<file path="src/switch_node_pkg.sv">
package switch_node_pkg;

   // ****************************************************************
   // Register numbers
   // ****************************************************************
   localparam logic [7:0] REG_NODE_IDENTIFICATION = 8'h00;
   localparam logic [7:0] REG_SWITCH_DESCRIPTION = 8'h01;
   localparam logic [7:0] REG_SWITCH_PROTECT_AND_HEADER = 8'h04;
   localparam logic [7:0] REG_NODE_IDENTIFIER = 8'h05;
   localparam logic [7:0] REG_PLL_SETTINGS = 8'h06;
   localparam logic [7:0] REG_SWITCH_CLOCK_DIVIDER = 8'h07;
   localparam logic [7:0] REG_REFERENCE_CLOCK_DIVIDER = 8'h08;
   localparam logic [7:0] REG_SCAN_IDENTITY = 8'h09;
   localparam logic [7:0] REG_USER_CODE = 8'h0A;
   localparam logic [7:0] REG_ROUTE_DIRECTIONS_LOW = 8'h0C;
   localparam logic [7:0] REG_ROUTE_DIRECTIONS_HIGH = 8'h0D;
   localparam logic [7:0] REG_TILE0_DEBUG_LINE_CONFIG = 8'h10;
   localparam logic [7:0] REG_TILE1_DEBUG_LINE_CONFIG = 8'h11;

   // ****************************************************************
   // Widths
   // ****************************************************************
   localparam int DATA_W = 32;
   localparam int ADDR_W = 8;
   localparam int NODE_ID_W = 16;
   localparam int DIR_W = 4;
   localparam int DIM_IDX_W = 4;
   localparam int DIV_W = 16;
   localparam int TILES = 2;

   // ****************************************************************
   // Field positions
   // ****************************************************************
   localparam int PROT_ALL_BIT = 31;
   localparam int PROT_PLL_BIT = 8;
   localparam int HEADER_MODE_BIT = 0;
   localparam int PLL_NO_RESET_BIT = 31;
   localparam int PLL_NO_RELOCK_BIT = 30;
   localparam int PLL_BYPASS_BIT = 29;
   localparam int PLL_BOOT_JTAG_BIT = 28;
   localparam int PLL_OUT_DIV_LSB = 23;
   localparam int PLL_OUT_DIV_W = 3;
   localparam int PLL_MUL_LSB = 8;
   localparam int PLL_MUL_W = 13;
   localparam int PLL_IN_DIV_LSB = 0;
   localparam int PLL_IN_DIV_W = 7;
   localparam int DBG_REQ_EN_BIT = 1;
   localparam int DBG_DRIVE_EN_BIT = 0;
   localparam int IDENT_BOOT_LSB = 16;
   localparam int IDENT_REV_LSB = 8;
   localparam int IDENT_VER_LSB = 0;
   localparam int BYTE_W = 8;
   localparam int USER_OTP_LSB = 18;
   localparam int USER_OTP_W = 14;
   localparam int USER_FIX_W = 18;

   // ****************************************************************
   // Writable masks and reset values
   // ****************************************************************
   localparam logic [31:0] PROT_MASK = 32'h8000_0101;
   localparam logic [31:0] NODE_ID_MASK = 32'h0000_FFFF;
   localparam logic [31:0] PLL_MASK = 32'hF39F_FF7F;
   localparam logic [31:0] DIV_MASK = 32'h0000_FFFF;
   localparam logic [31:0] DBG_MASK = 32'h0000_0003;
   localparam logic [31:0] PROT_RESET = 32'h0000_0000;
   localparam logic [31:0] NODE_ID_RESET = 32'h0000_0000;
   localparam logic [31:0] SWITCH_DIV_RESET = 32'h0000_0000;
   localparam logic [31:0] REF_DIV_RESET = 32'h0000_0003;
   localparam logic [31:0] DIRS_RESET = 32'h0000_0000;
   localparam logic [31:0] DBG_RESET = 32'h0000_0000;
   localparam logic [31:0] ZERO_WORD = 32'h0000_0000;

endpackage

</file>
<file path="src/route_if.sv">
`timescale 1ns/1ps
interface route_if;
   import switch_node_pkg::*;

   logic [NODE_ID_W-1:0] own_id;
   logic [NODE_ID_W-1:0] dest_id;
   logic [2*DATA_W-1:0] dirs;
   logic [DIR_W-1:0] direction;
   logic [DIM_IDX_W-1:0] dimension;
   logic local_hit;

   modport requester (output own_id, output dest_id, output dirs,
                      input direction, input dimension, input local_hit);
   modport selector (input own_id, input dest_id, input dirs,
                     output direction, output dimension, output local_hit);
endinterface

</file>
<file path="src/route_select.sv">
`timescale 1ns/1ps
module route_select
   import switch_node_pkg::*;
(
   route_if.selector rt
);

   logic [NODE_ID_W-1:0] mismatch;
   logic [DIM_IDX_W-1:0] top_dim;

   // ****************************************************************
   // Most significant mismatching identifier bit
   // ****************************************************************
   assign mismatch = rt.own_id ^ rt.dest_id;

   // Ascending scan, so the highest set bit wins
   always_comb
   begin
      top_dim = '0;
      for (int i = 0; i < NODE_ID_W; i++)
      begin
         if (mismatch[i])
         begin
            top_dim = DIM_IDX_W'(i);
         end
      end
   end

   // Direction field of that dimension, four bits per dimension
   assign rt.dimension = top_dim;
   assign rt.direction = rt.dirs[top_dim*DIR_W +: DIR_W];
   assign rt.local_hit = (mismatch == '0); // Packet is for this node

endmodule // route_select

</file>
<file path="src/switch_node_config_regs.sv">
`timescale 1ns/1ps
// Summary of operation
// Protect bit 31 set blocks every write to the switch configuration registers.
// Protect bit 8 set makes the PLL settings register ignore writes.
// Protect bit 0 selects header length: 0 two-byte, 1 one-byte; resets 0.
// Sixteen-bit writable node identifier in bits 15:0, resets 0, rest read-only.
// Any accepted PLL settings write resets the tile unless suppressed.
// PLL write with bit 31 set does not reset the chip.
// PLL write with bit 30 set skips waiting for PLL re-lock.
// PLL bit 29 set bypasses the PLL, passing the input clock through.
// PLL bit 28 set makes the device boot from the scan port.
// PLL fields: output divider 25:23, multiplier 20:8, input divider 6:0.
// Sixteen-bit switch clock divider field, resets to zero.
// Sixteen-bit reference clock divider field, resets to three.
// Identification returns captured boot pins, revision and version, read-only.
// Description reports link count, switch processors and device processors, read-only.
// Route by direction of most significant mismatching node identifier bit.
// Low directions: eight four-bit fields, dimension 7 at top, reset zero.
// High directions: dimensions F down to 8, top field to lowest.
// Debug config bit 1 lets the shared halt line request processor debug.
// Debug config bit 0 lets the halted flag drive the shared halt line.
// User code returns programmed value 31:18 and fixable code 17:0.
// Reserved bits read zero and ignore writes.
module switch_node_config_regs
   import switch_node_pkg::*;
#(
   parameter logic [7:0] SWITCH_VERSION = 8'h01,  // Arbitrary value
   parameter logic [7:0] SWITCH_REVISION = 8'h02, // Arbitrary value
   parameter logic [7:0] LINK_COUNT = 8'h08,
   parameter logic [7:0] SWITCH_PROCESSORS = 8'h02,
   parameter logic [7:0] DEVICE_PROCESSORS = 8'h02,
   parameter logic [31:0] SCAN_IDENTITY = 32'h1234_5671, // Arbitrary value
   parameter logic [13:0] USER_OTP_CODE = 14'h0000,
   parameter logic [17:0] USER_FIXED_CODE = 18'h00000,  // Arbitrary value
   parameter logic [31:0] PLL_RESET = 32'h0000_0000
)
(
   input wire logic sys_clk_in,
   input wire logic rst_in,
   // Configuration access
   input wire logic cfg_wr_in,
   input wire logic cfg_rd_in,
   input wire logic [ADDR_W-1:0] cfg_addr_in,
   input wire logic [DATA_W-1:0] cfg_wdata_in,
   output logic [DATA_W-1:0] cfg_rdata_out,
   output logic cfg_rvalid_out,
   output logic cfg_wr_refused_out,
   // Boot straps
   input wire logic [7:0] boot_select_pins_in,
   // Switch settings
   output logic header_one_byte_out,
   output logic [NODE_ID_W-1:0] node_id_out,
   output logic [DIV_W-1:0] switch_clk_div_out,
   output logic [DIV_W-1:0] ref_clk_div_out,
   // PLL control
   output logic [PLL_OUT_DIV_W-1:0] pll_output_divider_out,
   output logic [PLL_MUL_W-1:0] pll_multiplier_out,
   output logic [PLL_IN_DIV_W-1:0] pll_input_divider_out,
   output logic pll_bypass_out,
   output logic boot_from_scan_out,
   output logic pll_update_out,
   output logic pll_wait_relock_out,
   output logic tile_reset_out,
   // Routing lookup
   input wire logic route_req_in,
   input wire logic [NODE_ID_W-1:0] route_dest_id_in,
   output logic route_valid_out,
   output logic [DIR_W-1:0] route_direction_out,
   output logic [DIM_IDX_W-1:0] route_dimension_out,
   output logic route_local_out,
   // Shared halt line
   input wire logic shared_halt_line_in,
   input wire logic [TILES-1:0] processor_halted_flag_in,
   output logic [TILES-1:0] debug_request_out,
   output logic shared_halt_assert_out
);

   // ****************************************************************
   // Storage
   // ****************************************************************
   logic [DATA_W-1:0] switch_protect_and_header, node_identifier, pll_settings;
   logic [DATA_W-1:0] switch_clock_divider, reference_clock_divider;
   logic [DATA_W-1:0] route_directions_low, route_directions_high;
   logic [DATA_W-1:0] tile_debug_line_config [TILES];
   logic [7:0] boot_capture;
   logic boot_captured;

   // ****************************************************************
   // Decode
   // ****************************************************************
   logic all_locked, pll_locked, wr_ok, wr_refused;
   logic sel_prot, sel_node, sel_pll, sel_sdiv, sel_rdiv, sel_dlow, sel_dhigh, sel_dbg0, sel_dbg1;
   logic wr_prot, wr_node, wr_pll, wr_sdiv, wr_rdiv, wr_dlow, wr_dhigh, wr_dbg0, wr_dbg1;

   // Lock bits taken from the protect register
   assign all_locked = switch_protect_and_header[PROT_ALL_BIT];
   assign pll_locked = switch_protect_and_header[PROT_PLL_BIT];

   // Register selection by number
   assign sel_prot = (cfg_addr_in == REG_SWITCH_PROTECT_AND_HEADER);
   assign sel_node = (cfg_addr_in == REG_NODE_IDENTIFIER);
   assign sel_pll = (cfg_addr_in == REG_PLL_SETTINGS);
   assign sel_sdiv = (cfg_addr_in == REG_SWITCH_CLOCK_DIVIDER);
   assign sel_rdiv = (cfg_addr_in == REG_REFERENCE_CLOCK_DIVIDER);
   assign sel_dlow = (cfg_addr_in == REG_ROUTE_DIRECTIONS_LOW);
   assign sel_dhigh = (cfg_addr_in == REG_ROUTE_DIRECTIONS_HIGH);
   assign sel_dbg0 = (cfg_addr_in == REG_TILE0_DEBUG_LINE_CONFIG);
   assign sel_dbg1 = (cfg_addr_in == REG_TILE1_DEBUG_LINE_CONFIG);

   // Global write lock, including the protect register itself
   assign wr_ok = cfg_wr_in & ~all_locked;

   // Write strobes per register
   assign wr_prot = wr_ok & sel_prot;
   assign wr_node = wr_ok & sel_node;
   assign wr_pll = wr_ok & sel_pll & ~pll_locked;
   assign wr_sdiv = wr_ok & sel_sdiv;
   assign wr_rdiv = wr_ok & sel_rdiv;
   assign wr_dlow = wr_ok & sel_dlow;
   assign wr_dhigh = wr_ok & sel_dhigh;
   assign wr_dbg0 = wr_ok & sel_dbg0;
   assign wr_dbg1 = wr_ok & sel_dbg1;

   // Write to a writable register blocked by a lock
   assign wr_refused = cfg_wr_in & (all_locked | (sel_pll & pll_locked))
                     & (sel_prot | sel_node | sel_pll | sel_sdiv | sel_rdiv
                        | sel_dlow | sel_dhigh | sel_dbg0 | sel_dbg1);

   // ****************************************************************
   // Read data selection
   // ****************************************************************
   logic [DATA_W-1:0] ident_word, descr_word, user_word, next_rdata;

   // Read-only words assembled from straps and constants
   assign ident_word = {8'h00, boot_capture, SWITCH_REVISION, SWITCH_VERSION};
   assign descr_word = {8'h00, LINK_COUNT, SWITCH_PROCESSORS, DEVICE_PROCESSORS};
   assign user_word = {USER_OTP_CODE, USER_FIXED_CODE};

   // Unmapped numbers read as zero
   always_comb
   begin
      case (cfg_addr_in)
         REG_NODE_IDENTIFICATION: next_rdata = ident_word;
         REG_SWITCH_DESCRIPTION: next_rdata = descr_word;
         REG_SWITCH_PROTECT_AND_HEADER: next_rdata = switch_protect_and_header;
         REG_NODE_IDENTIFIER: next_rdata = node_identifier;
         REG_PLL_SETTINGS: next_rdata = pll_settings;
         REG_SWITCH_CLOCK_DIVIDER: next_rdata = switch_clock_divider;
         REG_REFERENCE_CLOCK_DIVIDER: next_rdata = reference_clock_divider;
         REG_SCAN_IDENTITY: next_rdata = SCAN_IDENTITY;
         REG_USER_CODE: next_rdata = user_word;
         REG_ROUTE_DIRECTIONS_LOW: next_rdata = route_directions_low;
         REG_ROUTE_DIRECTIONS_HIGH: next_rdata = route_directions_high;
         REG_TILE0_DEBUG_LINE_CONFIG: next_rdata = tile_debug_line_config[0];
         REG_TILE1_DEBUG_LINE_CONFIG: next_rdata = tile_debug_line_config[1];
         default: next_rdata = ZERO_WORD;
      endcase
   end

   // ****************************************************************
   // Boot strap capture
   // ****************************************************************
   // Straps are caught on the first edge after reset release
   always_ff @(posedge sys_clk_in)
   begin
      if (rst_in)
      begin
         boot_captured <= 1'b0;
         boot_capture <= 8'h00;
      end
      else if (!boot_captured)
      begin
         boot_captured <= 1'b1;
         boot_capture <= boot_select_pins_in;
      end
   end

   // ****************************************************************
   // Writable registers
   // ****************************************************************
   // Protect and header mode; only masked bits store
   always_ff @(posedge sys_clk_in)
   begin
      if (rst_in)
         switch_protect_and_header <= PROT_RESET;
      else if (wr_prot)
         switch_protect_and_header <= cfg_wdata_in & PROT_MASK;
   end

   // PLL settings fields and control bits
   always_ff @(posedge sys_clk_in)
   begin
      if (rst_in)
         pll_settings <= PLL_RESET & PLL_MASK;
      else if (wr_pll)
         pll_settings <= cfg_wdata_in & PLL_MASK;
   end

   // Identifier, dividers, direction tables and halt line set-up
   always_ff @(posedge sys_clk_in)
   begin
      if (rst_in)
      begin
         node_identifier <= NODE_ID_RESET;
         switch_clock_divider <= SWITCH_DIV_RESET;
         reference_clock_divider <= REF_DIV_RESET;
         route_directions_low <= DIRS_RESET;
         route_directions_high <= DIRS_RESET;
         tile_debug_line_config[0] <= DBG_RESET;
         tile_debug_line_config[1] <= DBG_RESET;
      end
      else
      begin
         if (wr_node)
            node_identifier <= cfg_wdata_in & NODE_ID_MASK;
         if (wr_sdiv)
            switch_clock_divider <= cfg_wdata_in & DIV_MASK;
         if (wr_rdiv)
            reference_clock_divider <= cfg_wdata_in & DIV_MASK;
         if (wr_dlow)
            route_directions_low <= cfg_wdata_in;
         if (wr_dhigh)
            route_directions_high <= cfg_wdata_in;
         if (wr_dbg0)
            tile_debug_line_config[0] <= cfg_wdata_in & DBG_MASK;
         if (wr_dbg1)
            tile_debug_line_config[1] <= cfg_wdata_in & DBG_MASK;
      end
   end

   // ****************************************************************
   // Read answer
   // ****************************************************************
   // Read data answers one cycle after the strobe
   always_ff @(posedge sys_clk_in)
   begin
      if (rst_in)
      begin
         cfg_rdata_out <= ZERO_WORD;
         cfg_rvalid_out <= 1'b0;
         cfg_wr_refused_out <= 1'b0;
      end
      else
      begin
         cfg_rvalid_out <= cfg_rd_in;
         cfg_wr_refused_out <= wr_refused;
         if (cfg_rd_in)
            cfg_rdata_out <= next_rdata;
      end
   end

   // ****************************************************************
   // Switch and PLL outputs
   // ****************************************************************
   logic next_tile_reset, next_wait_relock;

   // Accepted PLL write resets the tile unless the write suppresses it
   assign next_tile_reset = wr_pll & ~cfg_wdata_in[PLL_NO_RESET_BIT];
   assign next_wait_relock = wr_pll & ~cfg_wdata_in[PLL_NO_RELOCK_BIT];

   // Levels follow the stored settings; pulses mark the accepted write
   always_ff @(posedge sys_clk_in)
   begin
      if (rst_in)
      begin
         header_one_byte_out <= 1'b0;
         node_id_out <= '0;
         switch_clk_div_out <= '0;
         ref_clk_div_out <= '0;
         pll_output_divider_out <= '0;
         pll_multiplier_out <= '0;
         pll_input_divider_out <= '0;
         pll_bypass_out <= 1'b0;
         boot_from_scan_out <= 1'b0;
         pll_update_out <= 1'b0;
         pll_wait_relock_out <= 1'b0;
         tile_reset_out <= 1'b0;
      end
      else
      begin
         header_one_byte_out <= switch_protect_and_header[HEADER_MODE_BIT];
         node_id_out <= node_identifier[NODE_ID_W-1:0];
         switch_clk_div_out <= switch_clock_divider[DIV_W-1:0];
         ref_clk_div_out <= reference_clock_divider[DIV_W-1:0];
         pll_output_divider_out <= pll_settings[PLL_OUT_DIV_LSB +: PLL_OUT_DIV_W];
         pll_multiplier_out <= pll_settings[PLL_MUL_LSB +: PLL_MUL_W];
         pll_input_divider_out <= pll_settings[PLL_IN_DIV_LSB +: PLL_IN_DIV_W];
         pll_bypass_out <= pll_settings[PLL_BYPASS_BIT];
         boot_from_scan_out <= pll_settings[PLL_BOOT_JTAG_BIT];
         pll_update_out <= wr_pll;
         pll_wait_relock_out <= next_wait_relock;
         tile_reset_out <= next_tile_reset;
      end
   end

   // ****************************************************************
   // Routing lookup
   // ****************************************************************
   route_if rt ();

   // Own identifier and both tables, dimension 15 on top
   assign rt.own_id = node_identifier[NODE_ID_W-1:0];
   assign rt.dest_id = route_dest_id_in;
   assign rt.dirs = {route_directions_high, route_directions_low};

   route_select u_route_select
   (
      .rt (rt)
   );

   // Registered answer one cycle after the request
   always_ff @(posedge sys_clk_in)
   begin
      if (rst_in)
      begin
         route_valid_out <= 1'b0;
         route_direction_out <= '0;
         route_dimension_out <= '0;
         route_local_out <= 1'b0;
      end
      else
      begin
         route_valid_out <= route_req_in;
         if (route_req_in)
         begin
            route_direction_out <= rt.direction;
            route_dimension_out <= rt.dimension;
            route_local_out <= rt.local_hit;
         end
      end
   end

   // ****************************************************************
   // Shared halt line
   // ****************************************************************
   logic [TILES-1:0] drive_terms, next_debug_request;

   // Per tile enables taken from the configuration registers
   for (genvar t = 0; t < TILES; t++)
   begin : g_tile
      assign drive_terms[t] = tile_debug_line_config[t][DBG_DRIVE_EN_BIT]
                            & processor_halted_flag_in[t];
      assign next_debug_request[t] = tile_debug_line_config[t][DBG_REQ_EN_BIT]
                                   & shared_halt_line_in;
   end

   // Line assertion and debug requests, registered
   always_ff @(posedge sys_clk_in)
   begin
      if (rst_in)
      begin
         shared_halt_assert_out <= 1'b0;
         debug_request_out <= '0;
      end
      else
      begin
         shared_halt_assert_out <= |drive_terms;
         debug_request_out <= next_debug_request;
      end
   end

endmodule // switch_node_config_regs

</file>
<file path="config.mk">
export PLATFORM = sky130hd
export DESIGN_NAME = switch_node_config_regs
export DESIGN_NICKNAME = d
export VERILOG_FILES = /design/src/switch_node_pkg.sv /design/src/route_if.sv /design/src/route_select.sv /design/src/switch_node_config_regs.sv
export SDC_FILE = /design/constraint.sdc
export NUM_CORES = 1
export LEC_CHECK = 0
export ABC_CLOCK_PERIOD_IN_PS = 3100
export BUFFER_PORTS_ARGS = -buffer_cell sky130_fd_sc_hd__buf_4
export CAP_MARGIN = 20
export CORE_ASPECT_RATIO = 1.1
export CORE_MARGIN = 5
export CORE_UTILIZATION = 50
export CTS_CLUSTER_SIZE = 14
export DETAILED_ROUTE_END_ITERATION = 10
export HOLD_SLACK_MARGIN = 0.03
export MAX_ROUTING_LAYER = met4
export PLACE_DENSITY = 0.86
export SLEW_MARGIN = 20
export SYNTH_ARGS = -nofsm -noshare
export SYNTH_HDL_FRONTEND = slang
export SYNTH_SLANG_ARGS = --single-unit
</file>
<file path="constraint.sdc">
create_clock -name sys_clk_in -period 3.1 [get_ports sys_clk_in]
set_input_delay 0.775 -clock sys_clk_in [delete_from_list [all_inputs] [get_ports sys_clk_in]]
set_output_delay 0.775 -clock sys_clk_in [all_outputs]
set_load 0.02 [all_outputs]
</file>
# == After elaboration in Yosys (flattened, before gate mapping) ==
# Memory sizes are Yosys's and may differ from the RTL's.
# Index checks and enable logic that the tools add are counted.
# totals
reg_bits,275
ram_bits,4
inputBits,72
out_inout_bits,124
wordCells,109
mem_count,1
# memory_table
name,depth,word_bits,rd,rd_ports_with_merged_regs,write_ports,line_no,text
tile_debug_line_config,2,2,2,0,2,switch_node_config_regs.sv:84,logic [DATA_W-1:0] tile_debug_line_config [TILES];
# classes
n_eq_ne,11
shifts,1
muxes,27
n_bitwise,36
n_reduce_logical,3
# op_table
cell,count
$pmux W32 S12,1
$shiftx A64 B7 Y4,1
$eq A8 B3 Y1 const B,4
$eq A8 B4 Y1 const B,4
$mux W4,8
$and A1 B1 Y1,20
$eq A8 B5 Y1 const B,2
$logic_not A16 Y1,1
$xor A16 B16 Y16,1
$mux W3,4
$or A1 B1 Y1,11
$mux W1,10
$eq A8 B1 Y1 const B,1
$logic_not A8 Y1,1
$mux W2,4
$not A1 Y1,4
$reduce_or A2 Y1,1

# == Logic depth before layout (Yosys ltp) ==
# depth
word_depth,17
ltp_mapped,10
ltp_nobuf,8

# == Hierarchy ==
# A second synthesis with hierarchy kept.
# unflattened
hier_cells,1301
hier_area_um2,11379.7
# modules_own_cells
module,n_inst,cells_each,area_per_inst_um2,seq_area_each_um2
switch_node_config_regs,1,1160,10380.0,5625.4
route_select,1,141,999.7,0.0

# == Worst setup path after synthesis ==
# No wires, ideal clock.
# synth_path
kind,in2reg
startpoint,input port route_dest_id_in[9]
endpoint,register route_direction_out[1]
setup_ps,142
arrival_ps,2847
t_required_ps,2958
slack_ps,111
stages,8
path_buffers,0
path_cell_list,xor2_1 -> nor3b_1 -> o41a_1 -> a41oi_4 -> mux4_2 -> a22o_1 -> o21ai_1 -> a311oi_1
# synth_via
elab_chain_cells,9
# synth_rtl
item,line_no,text
from (decl),switch_node_config_regs.sv:66,"input wire logic [NODE_ID_W-1:0] route_dest_id_in,"
$xor A16 B16 Y16,route_select.sv:14,assign mismatch = rt.own_id ^ rt.dest_id;
$mux W4 (7 in a row),route_select.sv:22,if (mismatch[i])
$shiftx A64 B7 Y4,route_select.sv:31,assign rt.direction = rt.dirs[top_dim*DIR_W +: DIR_W];
to (signal assigned),switch_node_config_regs.sv:326,route_direction_out <= rt.direction;
to (decl),switch_node_config_regs.sv:68,"output logic [DIR_W-1:0] route_direction_out,"
# No other way between the ends.
# A chain may end at the register's enable or synchronous reset.

# == Worst setup path in the final report ==
# layout_path
startpoint,register node_identifier[11]
endpoint,register route_direction_out[0]
# layout_via
elab_chain_cells,7
# layout_rtl
item,line_no,text
from (decl),switch_node_config_regs.sv:81,"logic [DATA_W-1:0] switch_protect_and_header, node_identifier, pll_settings;"
from (signal assigned),switch_node_config_regs.sv:215,node_identifier <= cfg_wdata_in & NODE_ID_MASK;
$xor A16 B16 Y16,route_select.sv:14,
$mux W4 (5 in a row),route_select.sv:22,
$shiftx A64 B7 Y4,route_select.sv:31,
# No other way between the ends.

==> results.py <==
metrics = {
    "cells_and_area": {
        "final_net_count": 1380,
        "area_delta_synth_final_pct": 29.07,
        "register_area_mm2": 0.005625,
        "final_cells": 1583,
        "multi_input_area_mm2": 0.004573,
        "layout-drive-gt1-share": 0.2404,
        "nFillCells": 1617,
        "final_core_util": 0.6572,
        "antenna_cells": 0,
    },
    "logic_synthesis": {
        "synth_area_leaders": "dfxtp_1 52%, a21oi_1 6.9%, o22a_1 5.9%, nand2_1 5.7%, nor2b_1 4.5%",
        "yosysMostFrequentCell": "dfxtp_1",
        "synth_area_mm2": 0.01051,
        "synth.top_cell.area_share": 0.5237,
        "yosys.area.top_type": "dfxtp_1",
        "synth_seq_area_share": 0.5352,
        "yosys_most_used_dff": "dfxtp_1",
        "syn-instance-count": 1101,
        "synth_cell_type_count": 57,
        "syn_avg_cell_area_um2": 9.547,
        "synth_edf_count": 4,
        "synth_warnings": 0,
        "yosys_register_bits": 279,
        "ys_async_sr_fraction": 0,
        "syn_nets": 1173,
        "yosys-top-cells-count": "275 x dfxtp_1, 160 x nand2_1, 145 x a21oi_1, 79 x nor2_1, 75 x nor2b_1",
    },
    "power_and_ir_drop": {
        "p_total_uw": 7457,
        "powerDensity_mw_per_mm2": 549.6,
        "power.leakage_uw": 0.005410,
        "peakVddDrop_mv": 0.4577,
        "clkPwrFrac": 0.461,
        "pwr-share-comb": 0.052,
        "switching_share": 0.2161,
        "pwr-share-seq": 0.488,
        "power.internal_uw": 5845,
        "switchingPower_uw": 1612,
    },
    "sta": {
        "fin_crit_sh": 0.8662,
        "period_needed_ps": 2685,
        "rsz0062_at_grt": "no",
        "finalSetupViolations": 0,
        "max-slew-margin-rel": 0.4724,
        "skew_ps": 10.60,
        "maxSlewViolCount": 0,
        "max_freq_ghz": 0.3724,
        "hold_violations": 0,
        "tightest_slew_ps": 790.6,
        "tns_ps": 0,
        "hold_ws_ps": 451.9,
    },
    "setup_path": {
        "crit_chain": "xor2_1 > nor3b_1 > o41a_1 > a41oi_4 > buf_12 > mux4_2 > a22o_1 > o21ai_1 > a311oi_1",
        "timing.rr.end": "route_direction_out[0]",
        "cpLargestDelayFamily": "compound AO/OA/AOI/OAI gates",
        "critPathBufInv": 1,
        "cp_slowest_cell": "mux4_2",
        "worst_setup_path_start_kind": "flop",
        "cp_max_fo": 9,
        "worstSetupPathType": "reg2reg",
        "cp_slowest_stage_delay_ps": 490,
        "r2r_slack_ps": 410,
        "crit_start": "node_identifier[11]",
        "critPathRequiredTime_ps": 3500,
        "worstPathArrival_ps": 3090,
        "r2r-start": "node_identifier[11]",
        "reg2reg_depth": 9,
        "cp-end-kind": "flop",
    },
    "drt": {
        "drc": 0,
        "ant_nets": 0,
        "via_count": 9415,
        "drtPass1Iterations": 6,
        "wl_per_cell_um": 21.18,
        "drt_wl_total_mm": 33.52,
        "drtIter0Drc": 1193,
        "avgViaCountPerCell": 5.948,
    },
    "clock_network": {
        "holdBufCountCts": 0,
        "cts-resized-gates": 0,
        "htreeDepth": 1,
        "clock-root-buffer": "clkbuf_16",
        "cts_sinks": 279,
        "clockBufferDepth": 3,
        "worstSkewPairLatency_ps": 530,
        "cts_buffers": 27,
        "cts_tree": "done",
        "cts_setup_buffers": 0,
        "clk_transition_reported_paths_ps": 60,
    },
    "grt": {
        "grt_usage": 0.2772,
        "grt_pass1_wl_mm": 52.11,
        "grt_max_degree": 66,
        "grt_pass1_vias": 9303,
        "antenna_found_initial": 0,
        "grt.overflow.total": 0,
    },
    "run_status": {
        "status": "finished clean",
    },
    "placed_design": {
        "gp_congestion": 1.019,
        "port_buffers": 195,
        "dp_cells": 1535,
        "hpwl_mm": 23.67,
    },
    "hold_path": {
        "min-delay-start": "cfg_wdata_in[30]",
        "worst_hold_path_type": "in2reg",
        "hold-path-endpoint": "pll_wait_relock_out",
        "whs_path_depth": 2,
    },
    "job": {
        "drv_cap": 0,
    },
    "floorplan": {
        "pin_count": 196,
        "start_util": 0.5092,
        "die_x_um": 148.2,
        "die_area_mm2": 0.02403,
        "fp.dieH_um": 162.1,
        "design.core.area_mm2": 0.02064,
        "fp-row-count": 55,
    },
}
==> final cells by class <==
cell class              count  area share
flip-flops and latches    279      0.4146
multi-input cells         741      0.3371
repair buffers            254      0.1537
clock buffers              38     0.05958
well taps                 256     0.02361
clock inverters            10    0.009960
inverters                   5    0.001383
==> how the worst max path moves through the flow <==
stage | cells past startpoint | slack [ps] | to
floorplan | 8 | 110 | route_direction_out[1]
global placement | 10 | 40 | route_direction_out[0]
detailed placement | 10 | -8 | route_direction_out[0]
CTS | 9 | 440 | route_direction_out[0]
global route | 11 | 220 | route_direction_out[3]
finish | 9 | 410 | route_direction_out[0]
==> metal layers <==
layer	global-route usage	wire length [µm]
met4	0.08400	986
met5	-	0
met2	0.4455	15960
met1	0.3642	13650
met3	0.04325	2921
==> power groups by stage <==
stage	clock (µW)	sequential, µW	combinational [µW]
after floorplan	0	3720	162
after global placement	0	3720	375
after detailed placement	0	3720	379
after CTS	3460	3640	381
after global routing	3620	3640	410
final	3430	3640	386
==> sequential cells by signal, indices dropped and copies added, names as in the netlist, 8 cells and up <==
| signal | flops |
|---|---|
| cfg_rdata_out | 32 |
| switch_clock_divider | 16 |
| pll_multiplier_out | 13 |
| route_directions_high | 32 |
| boot_capture | 8 |
| reference_clock_divider | 16 |
| pll_settings | 27 |
| node_id_out | 16 |
| node_identifier | 16 |
| ref_clk_div_out | 16 |
| route_directions_low | 32 |
| switch_clk_div_out | 16 |
==> placed cells by master (no fill, tap or decap), types with 4 or more instances in the layout <==
cell,synthesis,routed
dfxtp_1,275,275
a222oi_1,13,13
xor2_1,11,11
nor2_1,79,77
o21ai_0,15,15
nor3_1,10,10
nand2_1,160,160
mux2i_1,34,34
nand3_1,11,11
and2_1,5,5
a22o_1,4,4
a21oi_1,145,145
clkinv_2,0,4
nor2b_1,75,75
o221ai_1,4,4
xnor2_1,8,8
a221oi_1,8,8
a311oi_1,4,4
edfxtp_1,4,4
mux4_2,5,5
mux4_1,5,5
a31oi_1,5,5
clkbuf_16,0,28
inv_1,4,4
nor2_2,3,5
buf_12,0,14
clkbuf_8,0,7
o22a_1,71,71
buf_4,0,239
a22oi_1,24,24
==> logic make-up after synthesis <==
kind of cell	synth area share
muxes	0.05880
AOI/OAI and AO/OA	0.1984
DFF	0.5352
and+or+nand+nor	0.1609
buffers and inverters	0.03083
xor gates and xnor gates	0.01583
==> per-stage QoR <==
stage,worst slack (ps),cell area [µm²]
final,414.7,13570
after global routing,221.3,13570
after CTS,439.5,13570
after detailed placement,-7.849,12620
after global placement,44.21,12620
after floorplan,111.3,10510
==> worst reg2reg max path, cell delays in order, from the launching register on <==
cell and delay (ps):
dfxtp_1 450, xor2_1 270, nor3b_1 90, o41a_1 420, a41oi_4 220, buf_12 160
mux4_2 490, a22o_1 250, o21ai_1 110, a311oi_1 100
No activity file was read; power rests on OpenSTA's default activity.
